--- config.mk ---
export PLATFORM = sky130hd
export DESIGN_NAME = pspc_ctrl
export DESIGN_NICKNAME = d
export VERILOG_FILES = /design/src/hdl/pspc_pkg.sv /design/src/hdl/pspc_ctrl.sv /design/src/hdl/pspc_half_bridge.sv
export SDC_FILE = /design/constraint.sdc
export NUM_CORES = 1
export LEC_CHECK = 0
export BUFFER_PORTS_ARGS = -buffer_cell sky130_fd_sc_hd__buf_2
export CORE_MARGIN = 2
export CORE_UTILIZATION = 39
export CTS_CLUSTER_DIAMETER = 120
export CTS_CLUSTER_SIZE = 30
export DETAILED_ROUTE_END_ITERATION = 12
export SYNTH_ARGS = -nofsm -noshare
export SYNTH_HDL_FRONTEND = slang
export SYNTH_HIERARCHICAL = 1
export SYNTH_SLANG_ARGS = --single-unit
export TNS_END_PERCENT = 30
--- constraint.sdc ---
create_clock -name aclk -period 11.11 [get_ports aclk]
set_clock_uncertainty 0.2 [all_clocks]
set_input_delay 0 -clock aclk [delete_from_list [all_inputs] [get_ports aclk]]
set_output_delay 0 -clock aclk [all_outputs]
set_load 0.05 [all_outputs]
--- src/hdl/pspc_pkg.sv ---
package pspc_pkg;

  // Register byte offsets on the AXI4-Lite slave
  localparam logic [7:0] ADDR_CTRL = 8'h00; // Run request
  localparam logic [7:0] ADDR_COIL = 8'h04; // Pending coil mask
  localparam logic [7:0] ADDR_FREQ = 8'h08; // Switching frequency step
  localparam logic [7:0] ADDR_SETP = 8'h0C; // Current setpoint, mA
  localparam logic [7:0] ADDR_STAT = 8'h10; // Status, read only
  localparam logic [7:0] ADDR_PHASE = 8'h14; // Active phase, read only
  localparam logic [7:0] ADDR_CURR = 8'h18; // Last current sample, read only
  localparam logic [7:0] ADDR_ACT = 8'h1C; // Active coil mask, read only

  // Field positions
  localparam int CTRL_RUN_BIT = 0; // Run request in control
  localparam int STAT_RUN_BIT = 0; // Drive running
  localparam int STAT_OK_BIT = 1; // Pending selection legal
  localparam int STAT_LIM_BIT = 2; // Current cap active
  localparam int STAT_MSW_BIT = 3; // Matching switch closed

  // AXI responses
  localparam logic [1:0] RESP_OKAY = 2'b00;
  localparam logic [1:0] RESP_SLVERR = 2'b10;

  // Clock and frequency band, in Hz
  localparam longint CLK_HZ = 40_000_000;
  localparam longint FREQ_MIN_HZ = 105_000;
  localparam longint FREQ_MAX_HZ = 113_000;
  localparam longint FREQ_RST_HZ = 109_000;
  localparam int ACC_W = 24; // Phase accumulator width
  // Least step rounds up, largest rounds down, so the band is never left
  localparam logic [ACC_W-1:0] STEP_MIN =
    ACC_W'(((FREQ_MIN_HZ << ACC_W) + CLK_HZ - 1) / CLK_HZ);
  localparam logic [ACC_W-1:0] STEP_MAX = ACC_W'((FREQ_MAX_HZ << ACC_W) / CLK_HZ);
  localparam logic [ACC_W-1:0] STEP_RST = ACC_W'((FREQ_RST_HZ << ACC_W) / CLK_HZ);

  // Phase in units of 0.01 degree
  localparam int PHASE_W = 15;
  localparam logic [PHASE_W-1:0] PHASE_MAX = 15'd18000; // 180 degrees
  localparam logic [PHASE_W-1:0] PHASE_PING = 15'd12000; // 120 degrees
  localparam int PHASE_FRAC = 10; // Extra bits in the phase-to-accumulator scale
  // Accumulator counts per 0.01 degree, scaled by 2^PHASE_FRAC
  localparam longint PHASE_K = (64'd1 << (ACC_W + PHASE_FRAC)) / 36000;

  // Loop constants
  localparam int PROP_GAIN = 1; // Per mA
  localparam int LOOP_OUT_CAP = 2000; // Output cap, in phase units
  localparam logic [15:0] SETP_RST = 16'h03E8; // 1000 mA after reset

  // RMS caps in mA, turned into peak figures for the amplitude input
  localparam longint LIM_MULTI_MA = 4000;
  localparam longint LIM_SINGLE_MA = 2000;
  localparam logic [15:0] LIM_MULTI_PK = 16'((LIM_MULTI_MA * 14142) / 10000);
  localparam logic [15:0] LIM_SINGLE_PK = 16'((LIM_SINGLE_MA * 14142) / 10000);

  localparam int MAX_CELL = 3; // Coils in one cell at most

endpackage

--- src/hdl/pspc_ctrl.sv ---
`timescale 1ns/1ps
`default_nettype none

// Contract
// - One to three coils form the cell
// - Selected coils must all overlap each other
// - Matching switch open for one coil only
// - Switching frequency stays within 105 to 113 kHz
// - Power set by phase between bridge halves
// - Phase 0 to 180 degrees, larger means less
// - Phase step 0.42 degrees or finer
// - Ping starts at 120 degrees phase
// - Control loop output drives the phase
// - Cell current measured to 5 mA or finer
// - Cap current 4 A or 2 A RMS
// - Gain 1, no I or D, cap 2000
module pspc_ctrl
  import pspc_pkg::*;
#(
  parameter int NUM_COILS = 8, // Coils behind the multiplexer
  parameter int OVL_SPAN = 2, // Coils overlap when index distance is at most this
  parameter int LOOP_GAIN = PROP_GAIN // Proportional gain
) (
  input wire logic aclk, // System clock, 40 MHz
  input wire logic aresetn, // Synchronous reset, active low
  input wire logic [7:0] s_axi_awaddr, // Write address
  input wire logic s_axi_awvalid, // Write address valid
  output logic s_axi_awready, // Write address ready
  input wire logic [31:0] s_axi_wdata, // Write data
  input wire logic [3:0] s_axi_wstrb, // Write byte strobes
  input wire logic s_axi_wvalid, // Write data valid
  output logic s_axi_wready, // Write data ready
  output logic [1:0] s_axi_bresp, // Write response
  output logic s_axi_bvalid, // Write response valid
  input wire logic s_axi_bready, // Write response ready
  input wire logic [7:0] s_axi_araddr, // Read address
  input wire logic s_axi_arvalid, // Read address valid
  output logic s_axi_arready, // Read address ready
  output logic [31:0] s_axi_rdata, // Read data
  output logic [1:0] s_axi_rresp, // Read response
  output logic s_axi_rvalid, // Read data valid
  input wire logic s_axi_rready, // Read data ready
  input wire logic [15:0] cur_amp_ma, // Cell current amplitude, 1 mA per count
  input wire logic cur_valid, // One-cycle strobe for a new sample
  output logic [NUM_COILS-1:0] coil_sel, // Multiplexer coil enables
  output logic match_sw, // Matching-network switch, high closes it
  output logic bridge_a_hi, // First half, high side
  output logic bridge_a_lo, // First half, low side
  output logic bridge_b_hi, // Second half, high side
  output logic bridge_b_lo // Second half, low side
);

  typedef enum logic {ST_IDLE, ST_DRIVE} pspc_state_t;

  // Bus-side registers
  logic aw_have_q; // Write address held
  logic [7:0] aw_addr_q; // Held write address
  logic w_have_q; // Write data held
  logic [31:0] w_data_q; // Held write data
  logic [3:0] w_strb_q; // Held strobes
  logic bvalid_q; // Write answer pending
  logic [1:0] bresp_q; // Write answer code
  logic rvalid_q; // Read answer pending
  logic [31:0] rdata_q; // Read answer data
  logic [1:0] rresp_q; // Read answer code

  // Software-visible control
  logic run_q; // Run request
  logic [NUM_COILS-1:0] coil_pend_q; // Selection to apply at next start
  logic [ACC_W-1:0] step_q; // Requested frequency step
  logic [15:0] setp_q; // Current setpoint, mA

  // Drive state
  pspc_state_t state_q; // Stopped or driving
  logic [NUM_COILS-1:0] coil_act_q; // Selection on the multiplexer
  logic match_q; // Matching switch state
  logic [ACC_W-1:0] step_act_q; // Frequency step in use
  logic [ACC_W-1:0] acc_q; // Shared phase accumulator
  logic [PHASE_W-1:0] phase_q; // Phase offset, 0.01 degree units
  logic [15:0] cur_q; // Last current sample
  logic limit_q; // Last sample was taken while driving and was over the cap

  // Selection checks on the pending mask
  // A net, since every bit has its own continuous assignment
  wire logic [NUM_COILS*NUM_COILS-1:0] bad_pair; // Selected pairs that do not overlap
  wire logic [7:0] pend_cnt = 8'($countones(coil_pend_q));
  wire logic sel_ok = (pend_cnt >= 8'd1) && (pend_cnt <= 8'(MAX_CELL))
                      && (bad_pair == '0);

  // Pairwise overlap table, fixed by geometry
  for (genvar i = 0; i < NUM_COILS; i++) begin : g_row
    for (genvar j = 0; j < NUM_COILS; j++) begin : g_col
      if (j > i && (j - i) > OVL_SPAN) begin : g_far
        assign bad_pair[i*NUM_COILS+j] = coil_pend_q[i] & coil_pend_q[j];
      end else begin : g_near
        assign bad_pair[i*NUM_COILS+j] = 1'b0;
      end
    end
  end

  // Frequency request held inside the band
  wire logic [ACC_W-1:0] step_clamp = (step_q < STEP_MIN) ? STEP_MIN :
                                      (step_q > STEP_MAX) ? STEP_MAX : step_q;

  wire logic running = (state_q == ST_DRIVE);
  wire logic start = (state_q == ST_IDLE) && run_q && sel_ok;
  wire logic stop = running && !run_q;

  // Read mux shared by the read channel and write merging
  function automatic logic [31:0] reg_word(input logic [7:0] a);
    logic [31:0] v;
    v = 32'h0000_0000;
    unique case (a)
      ADDR_CTRL: v[CTRL_RUN_BIT] = run_q;
      ADDR_COIL: v[NUM_COILS-1:0] = coil_pend_q;
      ADDR_FREQ: v[ACC_W-1:0] = step_q;
      ADDR_SETP: v[15:0] = setp_q;
      ADDR_STAT: begin
        v[STAT_RUN_BIT] = running;
        v[STAT_OK_BIT] = sel_ok;
        v[STAT_LIM_BIT] = limit_q;
        v[STAT_MSW_BIT] = match_q;
      end
      ADDR_PHASE: v[PHASE_W-1:0] = phase_q;
      ADDR_CURR: v[15:0] = cur_q;
      ADDR_ACT: v[NUM_COILS-1:0] = coil_act_q;
      default: v = 32'h0000_0000;
    endcase
    return v;
  endfunction

  function automatic logic mapped(input logic [7:0] a);
    return (a[1:0] == 2'b00) && (a <= ADDR_ACT);
  endfunction

  // Write decode and byte-lane merge
  wire logic do_write = aw_have_q && w_have_q && !bvalid_q;
  wire logic [31:0] wmask = {{8{w_strb_q[3]}}, {8{w_strb_q[2]}},
                             {8{w_strb_q[1]}}, {8{w_strb_q[0]}}};
  wire logic [31:0] wr_word = (reg_word(aw_addr_q) & ~wmask) | (w_data_q & wmask);
  wire logic wr_ctrl = do_write && (aw_addr_q == ADDR_CTRL);
  wire logic wr_coil = do_write && (aw_addr_q == ADDR_COIL);
  wire logic wr_freq = do_write && (aw_addr_q == ADDR_FREQ);
  wire logic wr_setp = do_write && (aw_addr_q == ADDR_SETP);
  wire logic take_ar = s_axi_arvalid && !rvalid_q;

  assign s_axi_awready = !aw_have_q;
  assign s_axi_wready = !w_have_q;
  assign s_axi_bvalid = bvalid_q;
  assign s_axi_bresp = bresp_q;
  assign s_axi_arready = !rvalid_q;
  assign s_axi_rvalid = rvalid_q;
  assign s_axi_rdata = rdata_q;
  assign s_axi_rresp = rresp_q;

  // Write address and data are caught independently, in any order
  always_ff @(posedge aclk) begin
    if (!aresetn) begin
      aw_have_q <= 1'b0;
      aw_addr_q <= 8'h00;
      w_have_q <= 1'b0;
      w_data_q <= 32'h0000_0000;
      w_strb_q <= 4'h0;
    end else begin
      if (s_axi_awvalid && !aw_have_q) begin
        aw_have_q <= 1'b1;
        aw_addr_q <= s_axi_awaddr;
      end else if (do_write) begin
        aw_have_q <= 1'b0;
      end
      if (s_axi_wvalid && !w_have_q) begin
        w_have_q <= 1'b1;
        w_data_q <= s_axi_wdata;
        w_strb_q <= s_axi_wstrb;
      end else if (do_write) begin
        w_have_q <= 1'b0;
      end
    end
  end

  // Write answer; read-only and unmapped words give SLVERR
  always_ff @(posedge aclk) begin
    if (!aresetn) begin
      bvalid_q <= 1'b0;
      bresp_q <= RESP_OKAY;
    end else if (do_write) begin
      bvalid_q <= 1'b1;
      bresp_q <= (wr_ctrl || wr_coil || wr_freq || wr_setp) ? RESP_OKAY : RESP_SLVERR;
    end else if (s_axi_bready) begin
      bvalid_q <= 1'b0;
    end
  end

  // Read answer one cycle after the address is taken
  always_ff @(posedge aclk) begin
    if (!aresetn) begin
      rvalid_q <= 1'b0;
      rdata_q <= 32'h0000_0000;
      rresp_q <= RESP_OKAY;
    end else if (take_ar) begin
      rvalid_q <= 1'b1;
      rdata_q <= reg_word(s_axi_araddr);
      rresp_q <= mapped(s_axi_araddr) ? RESP_OKAY : RESP_SLVERR;
    end else if (s_axi_rready) begin
      rvalid_q <= 1'b0;
    end
  end

  // Software registers; a pending mask may be rewritten while driving
  always_ff @(posedge aclk) begin
    if (!aresetn) begin
      run_q <= 1'b0;
      coil_pend_q <= '0;
      step_q <= STEP_RST;
      setp_q <= SETP_RST;
    end else begin
      if (wr_ctrl) run_q <= wr_word[CTRL_RUN_BIT];
      if (wr_coil) coil_pend_q <= wr_word[NUM_COILS-1:0];
      if (wr_freq) step_q <= wr_word[ACC_W-1:0];
      if (wr_setp) setp_q <= wr_word[15:0];
    end
  end

  // Control loop: proportional term only, since I and D gains are zero
  wire logic signed [17:0] err = $signed({2'b00, setp_q}) - $signed({2'b00, cur_amp_ma});
  wire logic signed [31:0] pid_raw = 32'(err) * LOOP_GAIN;
  wire logic signed [31:0] pid_cap =
    (pid_raw > LOOP_OUT_CAP) ? 32'(LOOP_OUT_CAP) :
    (pid_raw < -LOOP_OUT_CAP) ? -32'(LOOP_OUT_CAP) : pid_raw;
  // Cap is picked from the cell size; amplitude input compared to RMS times sqrt 2
  wire logic [15:0] lim_pk = match_q ? LIM_MULTI_PK : LIM_SINGLE_PK;
  wire logic over_lim = cur_amp_ma > lim_pk;
  // Over the cap the phase backs off by the full step regardless of the loop
  wire logic signed [31:0] phase_try = over_lim ?
    (32'(phase_q) + LOOP_OUT_CAP) : (32'(phase_q) - pid_cap);
  wire logic [PHASE_W-1:0] phase_next =
    (phase_try < 0) ? '0 :
    (phase_try > 32'(PHASE_MAX)) ? PHASE_MAX : phase_try[PHASE_W-1:0];

  // Phase to accumulator counts, 0.01 degree resolution kept in the product
  wire logic [63:0] off_wide = 64'(phase_q) * 64'(PHASE_K);
  wire logic [ACC_W-1:0] phase_off = off_wide[ACC_W+PHASE_FRAC-1:PHASE_FRAC];

  // Drive state machine
  always_ff @(posedge aclk) begin
    if (!aresetn) begin
      state_q <= ST_IDLE;
    end else begin
      unique case (state_q)
        ST_IDLE: if (start) state_q <= ST_DRIVE;
        ST_DRIVE: if (stop) state_q <= ST_IDLE;
      endcase
    end
  end

  // Cell selection latched only at start, while the gates are still off
  always_ff @(posedge aclk) begin
    if (!aresetn) begin
      coil_act_q <= '0;
      match_q <= 1'b0;
      step_act_q <= STEP_RST;
    end else if (start) begin
      coil_act_q <= coil_pend_q;
      match_q <= (pend_cnt > 8'd1);
      step_act_q <= step_clamp;
    end
  end

  // Accumulator runs only while driving so each burst starts at zero
  always_ff @(posedge aclk) begin
    if (!aresetn) begin
      acc_q <= '0;
    end else if (running) begin
      acc_q <= acc_q + step_act_q;
    end else begin
      acc_q <= '0;
    end
  end

  // Phase and current sampling
  always_ff @(posedge aclk) begin
    if (!aresetn) begin
      phase_q <= PHASE_PING;
      cur_q <= 16'h0000;
      limit_q <= 1'b0;
    end else begin
      if (start) begin
        phase_q <= PHASE_PING;
      end else if (running && cur_valid) begin
        phase_q <= phase_next;
      end
      if (cur_valid) begin
        cur_q <= cur_amp_ma;
        limit_q <= running && over_lim;
      end
    end
  end

  assign coil_sel = coil_act_q;
  assign match_sw = match_q;

  // Two halves, the second delayed by the commanded phase
  pspc_half_bridge #(.W(ACC_W)) u_half_a (
    .aclk(aclk),
    .aresetn(aresetn),
    .enable(running),
    .acc(acc_q),
    .offset('0),
    .gate_hi(bridge_a_hi),
    .gate_lo(bridge_a_lo)
  );

  pspc_half_bridge #(.W(ACC_W)) u_half_b (
    .aclk(aclk),
    .aresetn(aresetn),
    .enable(running),
    .acc(acc_q),
    .offset(phase_off),
    .gate_hi(bridge_b_hi),
    .gate_lo(bridge_b_lo)
  );

  // Checks
  a_cell_size: assert property (@(posedge aclk) disable iff (!aresetn)
    running |-> ($countones(coil_sel) >= 1 && $countones(coil_sel) <= MAX_CELL))
    else $error("cell size out of range");
  a_sel_overlap: assert property (@(posedge aclk) disable iff (!aresetn)
    $rose(running) |-> $past(bad_pair) == '0)
    else $error("non-overlapping coils started");
  a_match_sw: assert property (@(posedge aclk) disable iff (!aresetn)
    running |-> (match_sw == ($countones(coil_sel) > 1)))
    else $error("matching switch wrong for cell");
  a_freq_band: assert property (@(posedge aclk) disable iff (!aresetn)
    running |-> (step_act_q >= STEP_MIN && step_act_q <= STEP_MAX))
    else $error("frequency outside band");
  a_phase_range: assert property (@(posedge aclk) disable iff (!aresetn)
    phase_q <= PHASE_MAX)
    else $error("phase above 180 degrees");
  a_ping_phase: assert property (@(posedge aclk) disable iff (!aresetn)
    $rose(running) |-> phase_q == PHASE_PING)
    else $error("ping phase not 120 degrees");
  a_loop_step: assert property (@(posedge aclk) disable iff (!aresetn)
    (running && cur_valid && !over_lim && !stop) |=>
      (int'(phase_q) >= int'($past(phase_q)) - LOOP_OUT_CAP) &&
      (int'(phase_q) <= int'($past(phase_q)) + LOOP_OUT_CAP))
    else $error("loop step above cap");
  a_cur_cap: assert property (@(posedge aclk) disable iff (!aresetn)
    (running && cur_valid && over_lim) |=> phase_q >= $past(phase_q))
    else $error("phase lowered while over current cap");
  a_gate_comp: assert property (@(posedge aclk) disable iff (!aresetn)
    (running && $past(running)) |-> (bridge_a_hi != bridge_a_lo) && (bridge_b_hi != bridge_b_lo))
    else $error("bridge gates not complementary");
  a_quiet_sel: assert property (@(posedge aclk) disable iff (!aresetn)
    ((running && $past(running)) || bridge_a_hi || bridge_a_lo) |->
      $stable(coil_sel) && $stable(match_sw))
    else $error("coil selection changed while driving");

endmodule // pspc_ctrl

`default_nettype wire

--- src/hdl/pspc_half_bridge.sv ---
`timescale 1ns/1ps
`default_nettype none

// One bridge half: complementary gates from the shared accumulator
module pspc_half_bridge
  import pspc_pkg::*;
#(
  parameter int W = ACC_W // Accumulator width
) (
  input wire logic aclk, // System clock
  input wire logic aresetn, // Synchronous reset, active low
  input wire logic enable, // Drive allowed
  input wire logic [W-1:0] acc, // Shared phase accumulator
  input wire logic [W-1:0] offset, // Delay of this half, in accumulator counts
  output logic gate_hi, // High-side gate
  output logic gate_lo // Low-side gate
);

  // Subtracting the offset delays this half against the accumulator
  wire logic [W-1:0] pos = acc - offset;
  wire logic half_sel = pos[W-1];

  // Registered gates; both off when disabled
  always_ff @(posedge aclk) begin
    if (!aresetn) begin
      gate_hi <= 1'b0;
      gate_lo <= 1'b0;
    end else begin
      gate_hi <= enable & ~half_sel;
      gate_lo <= enable & half_sel;
    end
  end

endmodule // pspc_half_bridge

`default_nettype wire

Yosys cells after proc, flatten, opt, wreduce, memory -nomap -nowiden:

Index checks and enable logic that the tools add are counted.

* memory bits (read-only): 0
* latch bits: 0
* bits in writable memories: 0
* memories: 0
* output and inout port bits: 54
* register bits: 210

* magnitude comparators: 11
* div/mod/pow operators: 0
* muxes and demuxes: 32
* eq/ne operators: 14
* $mul: 1
* reductions and logical operators: 35
* add/sub/neg operators: 12
* shift operators: 0
* bitwise logic cells: 27

Operators with widths (count)
* 32-bit 2-to-1 mux: 3
* 8-bit by 5-bit == test with 1-bit output (second input constant): 8
* 64-bit zero test: 1
* 7-bit case mux with 4 select lines: 2
* 24-bit AND: 2
* 24-bit 2-to-1 mux: 2
* 4-bit case mux with 6 select lines: 2
* 3-bit case mux with 7 select lines: 2
* 15-bit by 18-bit multiplier with 33-bit output (second input constant): 1
* 8-bit by 4-bit == test with 1-bit output (second input constant): 4
* 32-bit by 15-bit > comparator with 1-bit output (second input constant): 1
* 32-bit by 1-bit less-than comparator with 1-bit output (second input constant): 1
* 15-bit by 32-bit subtractor with 32-bit output: 1
* 15-bit 2-to-1 mux: 2
* 24-bit adder: 1
* 24-bit by 16-bit > comparator with 1-bit output (second input constant): 1
* 24-bit by 16-bit less-than comparator with 1-bit output (second input constant): 1
* 24-bit NOT: 1
* 24-bit bitwise OR: 1
* 24-bit subtractor: 1
* 1-bit AND: 19
* 17-bit by 12-bit > comparator with 1-bit output (second input constant): 1
* 1-bit logical AND: 17
* 17-bit by 12-bit less-than comparator with 1-bit output (second input constant): 1
* other kinds (26): 56

Depth between registers and ports, before layout:

* depth in word-level cells: 9
* depth in mapped cells: 28
* mapped depth without buffers: 28

Hierarchy:

Netlist, hierarchy kept.

By module, submodules not included
* pspc_ctrl: seq. area each 4083.9 um^2, cells an instance 1924, area each 16216.8 um^2, instances 1
* pspc_half_bridge: seq. area each 40.0 um^2, cells an instance 86, area each 651.9 um^2, instances 2

Worst setup path before layout:

Ideal clock, no wire load.

* kind: register -> register
* from: register phase_q[1]
* to: register u_half_b.gate_hi
* data arrival time: 6.450 ns
* slack: 4.336 ns
* stages on the path, launching flop included: 27
* cells stage by stage: dfxtp_1 > inv_1 > fa_1 > inv_1 > ha_1 > ha_1 > fa_1 > fa_1 > fa_1 > ha_1 > a21o_1 > a21o_1 > a41o_1 > a21oi_1 > o21ai_0 > o41ai_1 > o211ai_1 > a21oi_1 > xnor2_1 > inv_1 > ha_1 > nand4_1 > nor3_1 > nand2_1 > o2111ai_1 > a31oi_2 > mux2i_1

* word-level cells in the longest chain between the ends: 4

RTL lines
* start: declaration: line pspc_ctrl.sv:79 `logic [PHASE_W-1:0] phase_q;`
* start signal: assignment: line pspc_ctrl.sv:290 `phase_q <= phase_next;`
* 15-bit by 18-bit multiplier with 33-bit output: line pspc_ctrl.sv:241 `wire logic [63:0] off_wide = 64'(phase_q) * 64'(PHASE_K);`
* via off_wide[31]: line pspc_ctrl.sv:241
* 24-bit subtractor: line pspc_half_bridge.sv:20 `wire logic [W-1:0] pos = acc - offset;`
* 1-bit NOT: line pspc_half_bridge.sv:29 `gate_hi <= enable & ~half_sel;`
* 1-bit AND: line pspc_half_bridge.sv:29
* end signal: assignment: line pspc_half_bridge.sv:29
* end: declaration: line pspc_half_bridge.sv:15 `output logic gate_hi,`

The timed path passes the listed nets, and every way through them passes these cells.
A chain may end at the register's enable or synchronous reset.

Final worst setup path:

* from: register setp_q[0]
* to: register phase_q[2]

* word-level cells in the longest chain between the ends: 9
* elaborated cells on any way between the ends: 11
* classes of those cells: add/sub: 2; order compare: 4; mux: 5

RTL lines
* start: declaration: line pspc_ctrl.sv:71 `logic [15:0] setp_q;`
* start signal: assignment: line pspc_ctrl.sv:220 `if (wr_setp) setp_q <= wr_word[15:0];`
* 16-bit by 16-bit subtractor with 17-bit output *: line pspc_ctrl.sv:225 `wire logic signed [17:0] err = $signed({2'b00, setp_q}) - $signed({2'b00, cur_amp_ma});`
* 17-bit by 12-bit less-than comparator with 1-bit output: line pspc_ctrl.sv:229 `(pid_raw < -LOOP_OUT_CAP) ? -32'(LOOP_OUT_CAP) : pid_raw;`
* 32-bit 2-to-1 mux: line pspc_ctrl.sv:229
* 32-bit 2-to-1 mux *: line pspc_ctrl.sv:228 `(pid_raw > LOOP_OUT_CAP) ? 32'(LOOP_OUT_CAP) :`
* 15-bit by 32-bit subtractor with 32-bit output *: line pspc_ctrl.sv:235 `(32'(phase_q) + LOOP_OUT_CAP) : (32'(phase_q) - pid_cap);`
* 32-bit 2-to-1 mux *: line pspc_ctrl.sv:234 `wire logic signed [31:0] phase_try = over_lim ?`
* 32-bit by 15-bit > comparator with 1-bit output: line pspc_ctrl.sv:238 `(phase_try > 32'(PHASE_MAX)) ? PHASE_MAX : phase_try[PHASE_W-1:0];`
* 15-bit 2-to-1 mux: line pspc_ctrl.sv:238
* 15-bit 2-to-1 mux *: line pspc_ctrl.sv:237 `(phase_try < 0) ? '0 :`

Mark *: on every way between the ends. The rest lies on a longest branch, timed or not.

==> metrics.yaml <==
start_util: 0.3953
wl_per_cell_um: 17.97
seq_power_share: 0.534
status: "complete, no violations"
h-tree-depth: 1
avgSynthCellArea_um2: 8.359
fin_crit_ps: 7784
syn_inst: 2096
tightest_slew_ps: 1038
io_pins: 130
cp-start-kind: "register"
grt_max_degree: 115
place_congestion: 0.9292
synth_seq_area_share: 0.2377
min_period_over_period: 0.7007
die_h_um: 216.0
die_x_um: 216.0
hold_viol: 0
cap_violations: 0
cts_buffer_depth: 3
critPathArrivalTime_ps: 7970
insertion_delay_ps: 490
synth.distinct_cells: 90
cts_buffers: 11
p_switching_uw: 411.0
grt_pass1_vias: 15710
p_int_uw: 1044
worstPathRequired_ps: 11300
core_um2: 44320
layout-drive-gt1-share: 0.08127
root_buffer: "clkbuf_16"
synth_flop_cell: "dfxtp_1"
p_total_uw: 1455
cts_setup_buffers: 0
slew_violations: 0
port_buffers: 110
crit_slowest_cell: "nor3b_1"
yosys_warnings: 6
cp_max_fo: 15
critPathCaptureType: "register"
fin_nets: 2642
combinationalPowerShare: 0.151
drt_iter0_markers: 1323
critPathKind: "register to register"
fillers: 4408
ir_drop_uv: 91.42
cts_resized: 0
synthArstFlopShare: 0
syn_to_final_growth_pct: 13.57
synth.top_cell.area_share: 0.2377
finalSetupViolCount: 0
switching_share: 0.2824
relSlewSlack: 0.3081
grt.total_usage: 0.2184
wl_mm: 51.35
clk_pin_slew_ps: 110
finalSetupTns_ps: 0
synthTopCellsByArea: "dfxtp_1, ha_1, fa_1, nand2_1, inv_1"
p_clk_frac: 0.315
grt.overflow.total: 0
rows: 77
hpwl_mm: 39.15
drc_errors: 0
cts_sinks: 208
p_per_area_nw_per_um2: 73.14
yosysTopAreaCell: "dfxtp_1"
antenna_found_initial: 0
max_clock_freq_mhz: 128.5
vias: 15680
synth.cell_area_um2: 17520
grt_pass1_wl_mm: 83.45
cts_tree: "done"
cts_hold_buf: 86
synth_edf_count: 0
drtAntennaViolNets: 0
hold_class: "input pin to register"
ys_seq_elements: 208
rsz0062_at_grt: "no"
drt_first_pass_iters: 6
viasPerCell: 5.489
p_leak_uw: 0.009049
slowest_delay_ps: 820
die-area_um2: 46640
==> worst max-delay path: cells and delay by family (launching register included) <==
kind,cells,cell delay [ps]
buf+inv,2,170
simple gates,8,2070
xor+xnor,1,190
flops,1,480
compound gates,11,2860
fa+ha+maj,5,1700
==> final timing paths <==
path / start / endpoint / slack [ps] / cells after the start
worst min-delay path: s_axi_awvalid / aw_have_q / 70 / 4
worst min register to register: step_act_q[15] / step_act_q[15] / 260 / 1
worst max-delay path: setp_q[0] / phase_q[2] / 3330 / 27
worst max register to register: setp_q[0] / phase_q[2] / 3330 / 27
==> final cells by class <==
class / instances / area (µm²) / share of cell area
diodes: 1 / 2.502 / 0.0001258
clock buffers: 12 / 289.0 / 0.01453
clock inverters: 3 / 40.04 / 0.002012
inverters: 181 / 679.4 / 0.03414
multi-input cells: 1644 / 12420 / 0.6241
flip-flops and latches: 208 / 4164 / 0.2093
well taps: 592 / 740.7 / 0.03723
repair buffers: 216 / 1564 / 0.07860
==> stage by stage <==
stage / std cells / setup slack [ps] / hold WS, ps / util / instance area [µm²]
after detailed placement: 2755 / 3357 / 31.69 / 0.4221 / 18710
final: 2857 / 3326 / 69.19 / 0.4490 / 19900
after global placement: 2755 / 3436 / 22.00 / 0.4221 / 18710
after floorplan: 2129 / 4336 / -84.18 / - / 17640
after global routing: 2856 / 2798 / 108.8 / 0.4489 / 19900
after CTS: 2856 / 3325 / 73.78 / 0.4489 / 19900
==> logic make-up (layout without fill, tap and decap cells) <==
| family | count (synthesis) | in the layout | share of synthesized area |
|---|---|---|---|
| DFF | 208 | 208 | 0.2377 |
| and+or+nand+nor | 663 | 663 | 0.1832 |
| buffers and inverters | 277 | 412 | 0.06191 |
| muxes | 52 | 52 | 0.03028 |
| AOI/OAI and AO/OA | 519 | 519 | 0.2100 |
| adders and majority gates | 304 | 304 | 0.2407 |
| xor gates and xnor gates | 72 | 72 | 0.03599 |
| other | 1 | 35 | 0.0002140 |
==> cell usage in the layout, fill, tap and decap left out, types with 11 or more instances in the layout <==
master	count
ha_1	249
nand2_1	233
dfxtp_1	208
inv_1	180
nor2_1	128
buf_2	109
o21ai_0	95
a21oi_1	88
dlygate4sd3_1	86
a21boi_0	67
nand3_1	64
fa_1	55
xnor2_1	50
nor2b_1	49
mux2i_1	44
a22oi_1	38
nor3_1	37
conb_1	34
and3_1	25
and2_1	24
a21o_1	23
xor2_1	22
o21a_1	21
buf_4	21
o211ai_1	19
nand2b_1	18
a211oi_1	16
o211a_1	16
a221oi_1	15
o31ai_1	14
a31oi_1	14
nand4_1	13
a22o_1	12
nor3b_1	11
nor4_1	11
clkbuf_16	11
==> synthesized netlist by cell type (6+ instances only) <==
master     number
a222oi_1        7
nand2b_1       18
a21boi_0       67
o211a_1        16
o2111ai_1      10
and3_1         25
a221o_1         7
nand4_1        13
clkbuf_1       79
nor2b_1        49
nand3_1        64
nor2_1        128
nor3_1         37
a21o_1         23
a22o_1         12
o21a_1         21
inv_1         180
xor2_1         22
buf_4          11
fa_1           55
or3_1          10
a221oi_1       15
or2_2           6
nor3b_1        12
xnor2_1        50
a21oi_1        88
ha_1          249
mux2i_1        44
a211oi_1       16
a22oi_1        38
nor4_1         12
o211ai_1       19
o21ai_0        95
o31ai_1        14
nand2_1       233
and2_1         24
a31oi_1        14
mux2_2          8
dfxtp_1       208
==> metal layers <==
metal	vias to the layer above	global-route usage	routed length (µm)	part of all wire
met5	-	0	0	0
met4	0	0.06256	1566	0.030
met3	86	0.02509	2442	0.048
met2	429	0.3911	24630	0.48
met1	7433	0.2755	22710	0.44
li1	7735	-	-	-
==> registers in the layout, indices dropped and copies added (netlist names), 3 cells and up <==
register and cells:
acc_q 24, aw_addr_q 8, coil_pend_q 8, coil_sel 8, cur_q 16, phase_q 15
s_axi_rdata 24, setp_q 16, step_act_q 24, step_q 24, w_data_q 24, w_strb_q 3
==> power by group through the flow <==
stage               clock, µW  sequential, µW  combinational (µW)
CTS                       472             777                 216
global route              494             779                 240
floorplan                   0             793                 133
finish                    459             777                 219
detailed placement          0             793                 190
global placement            0             793                 187
No activity file was read; power rests on OpenSTA's default activity.
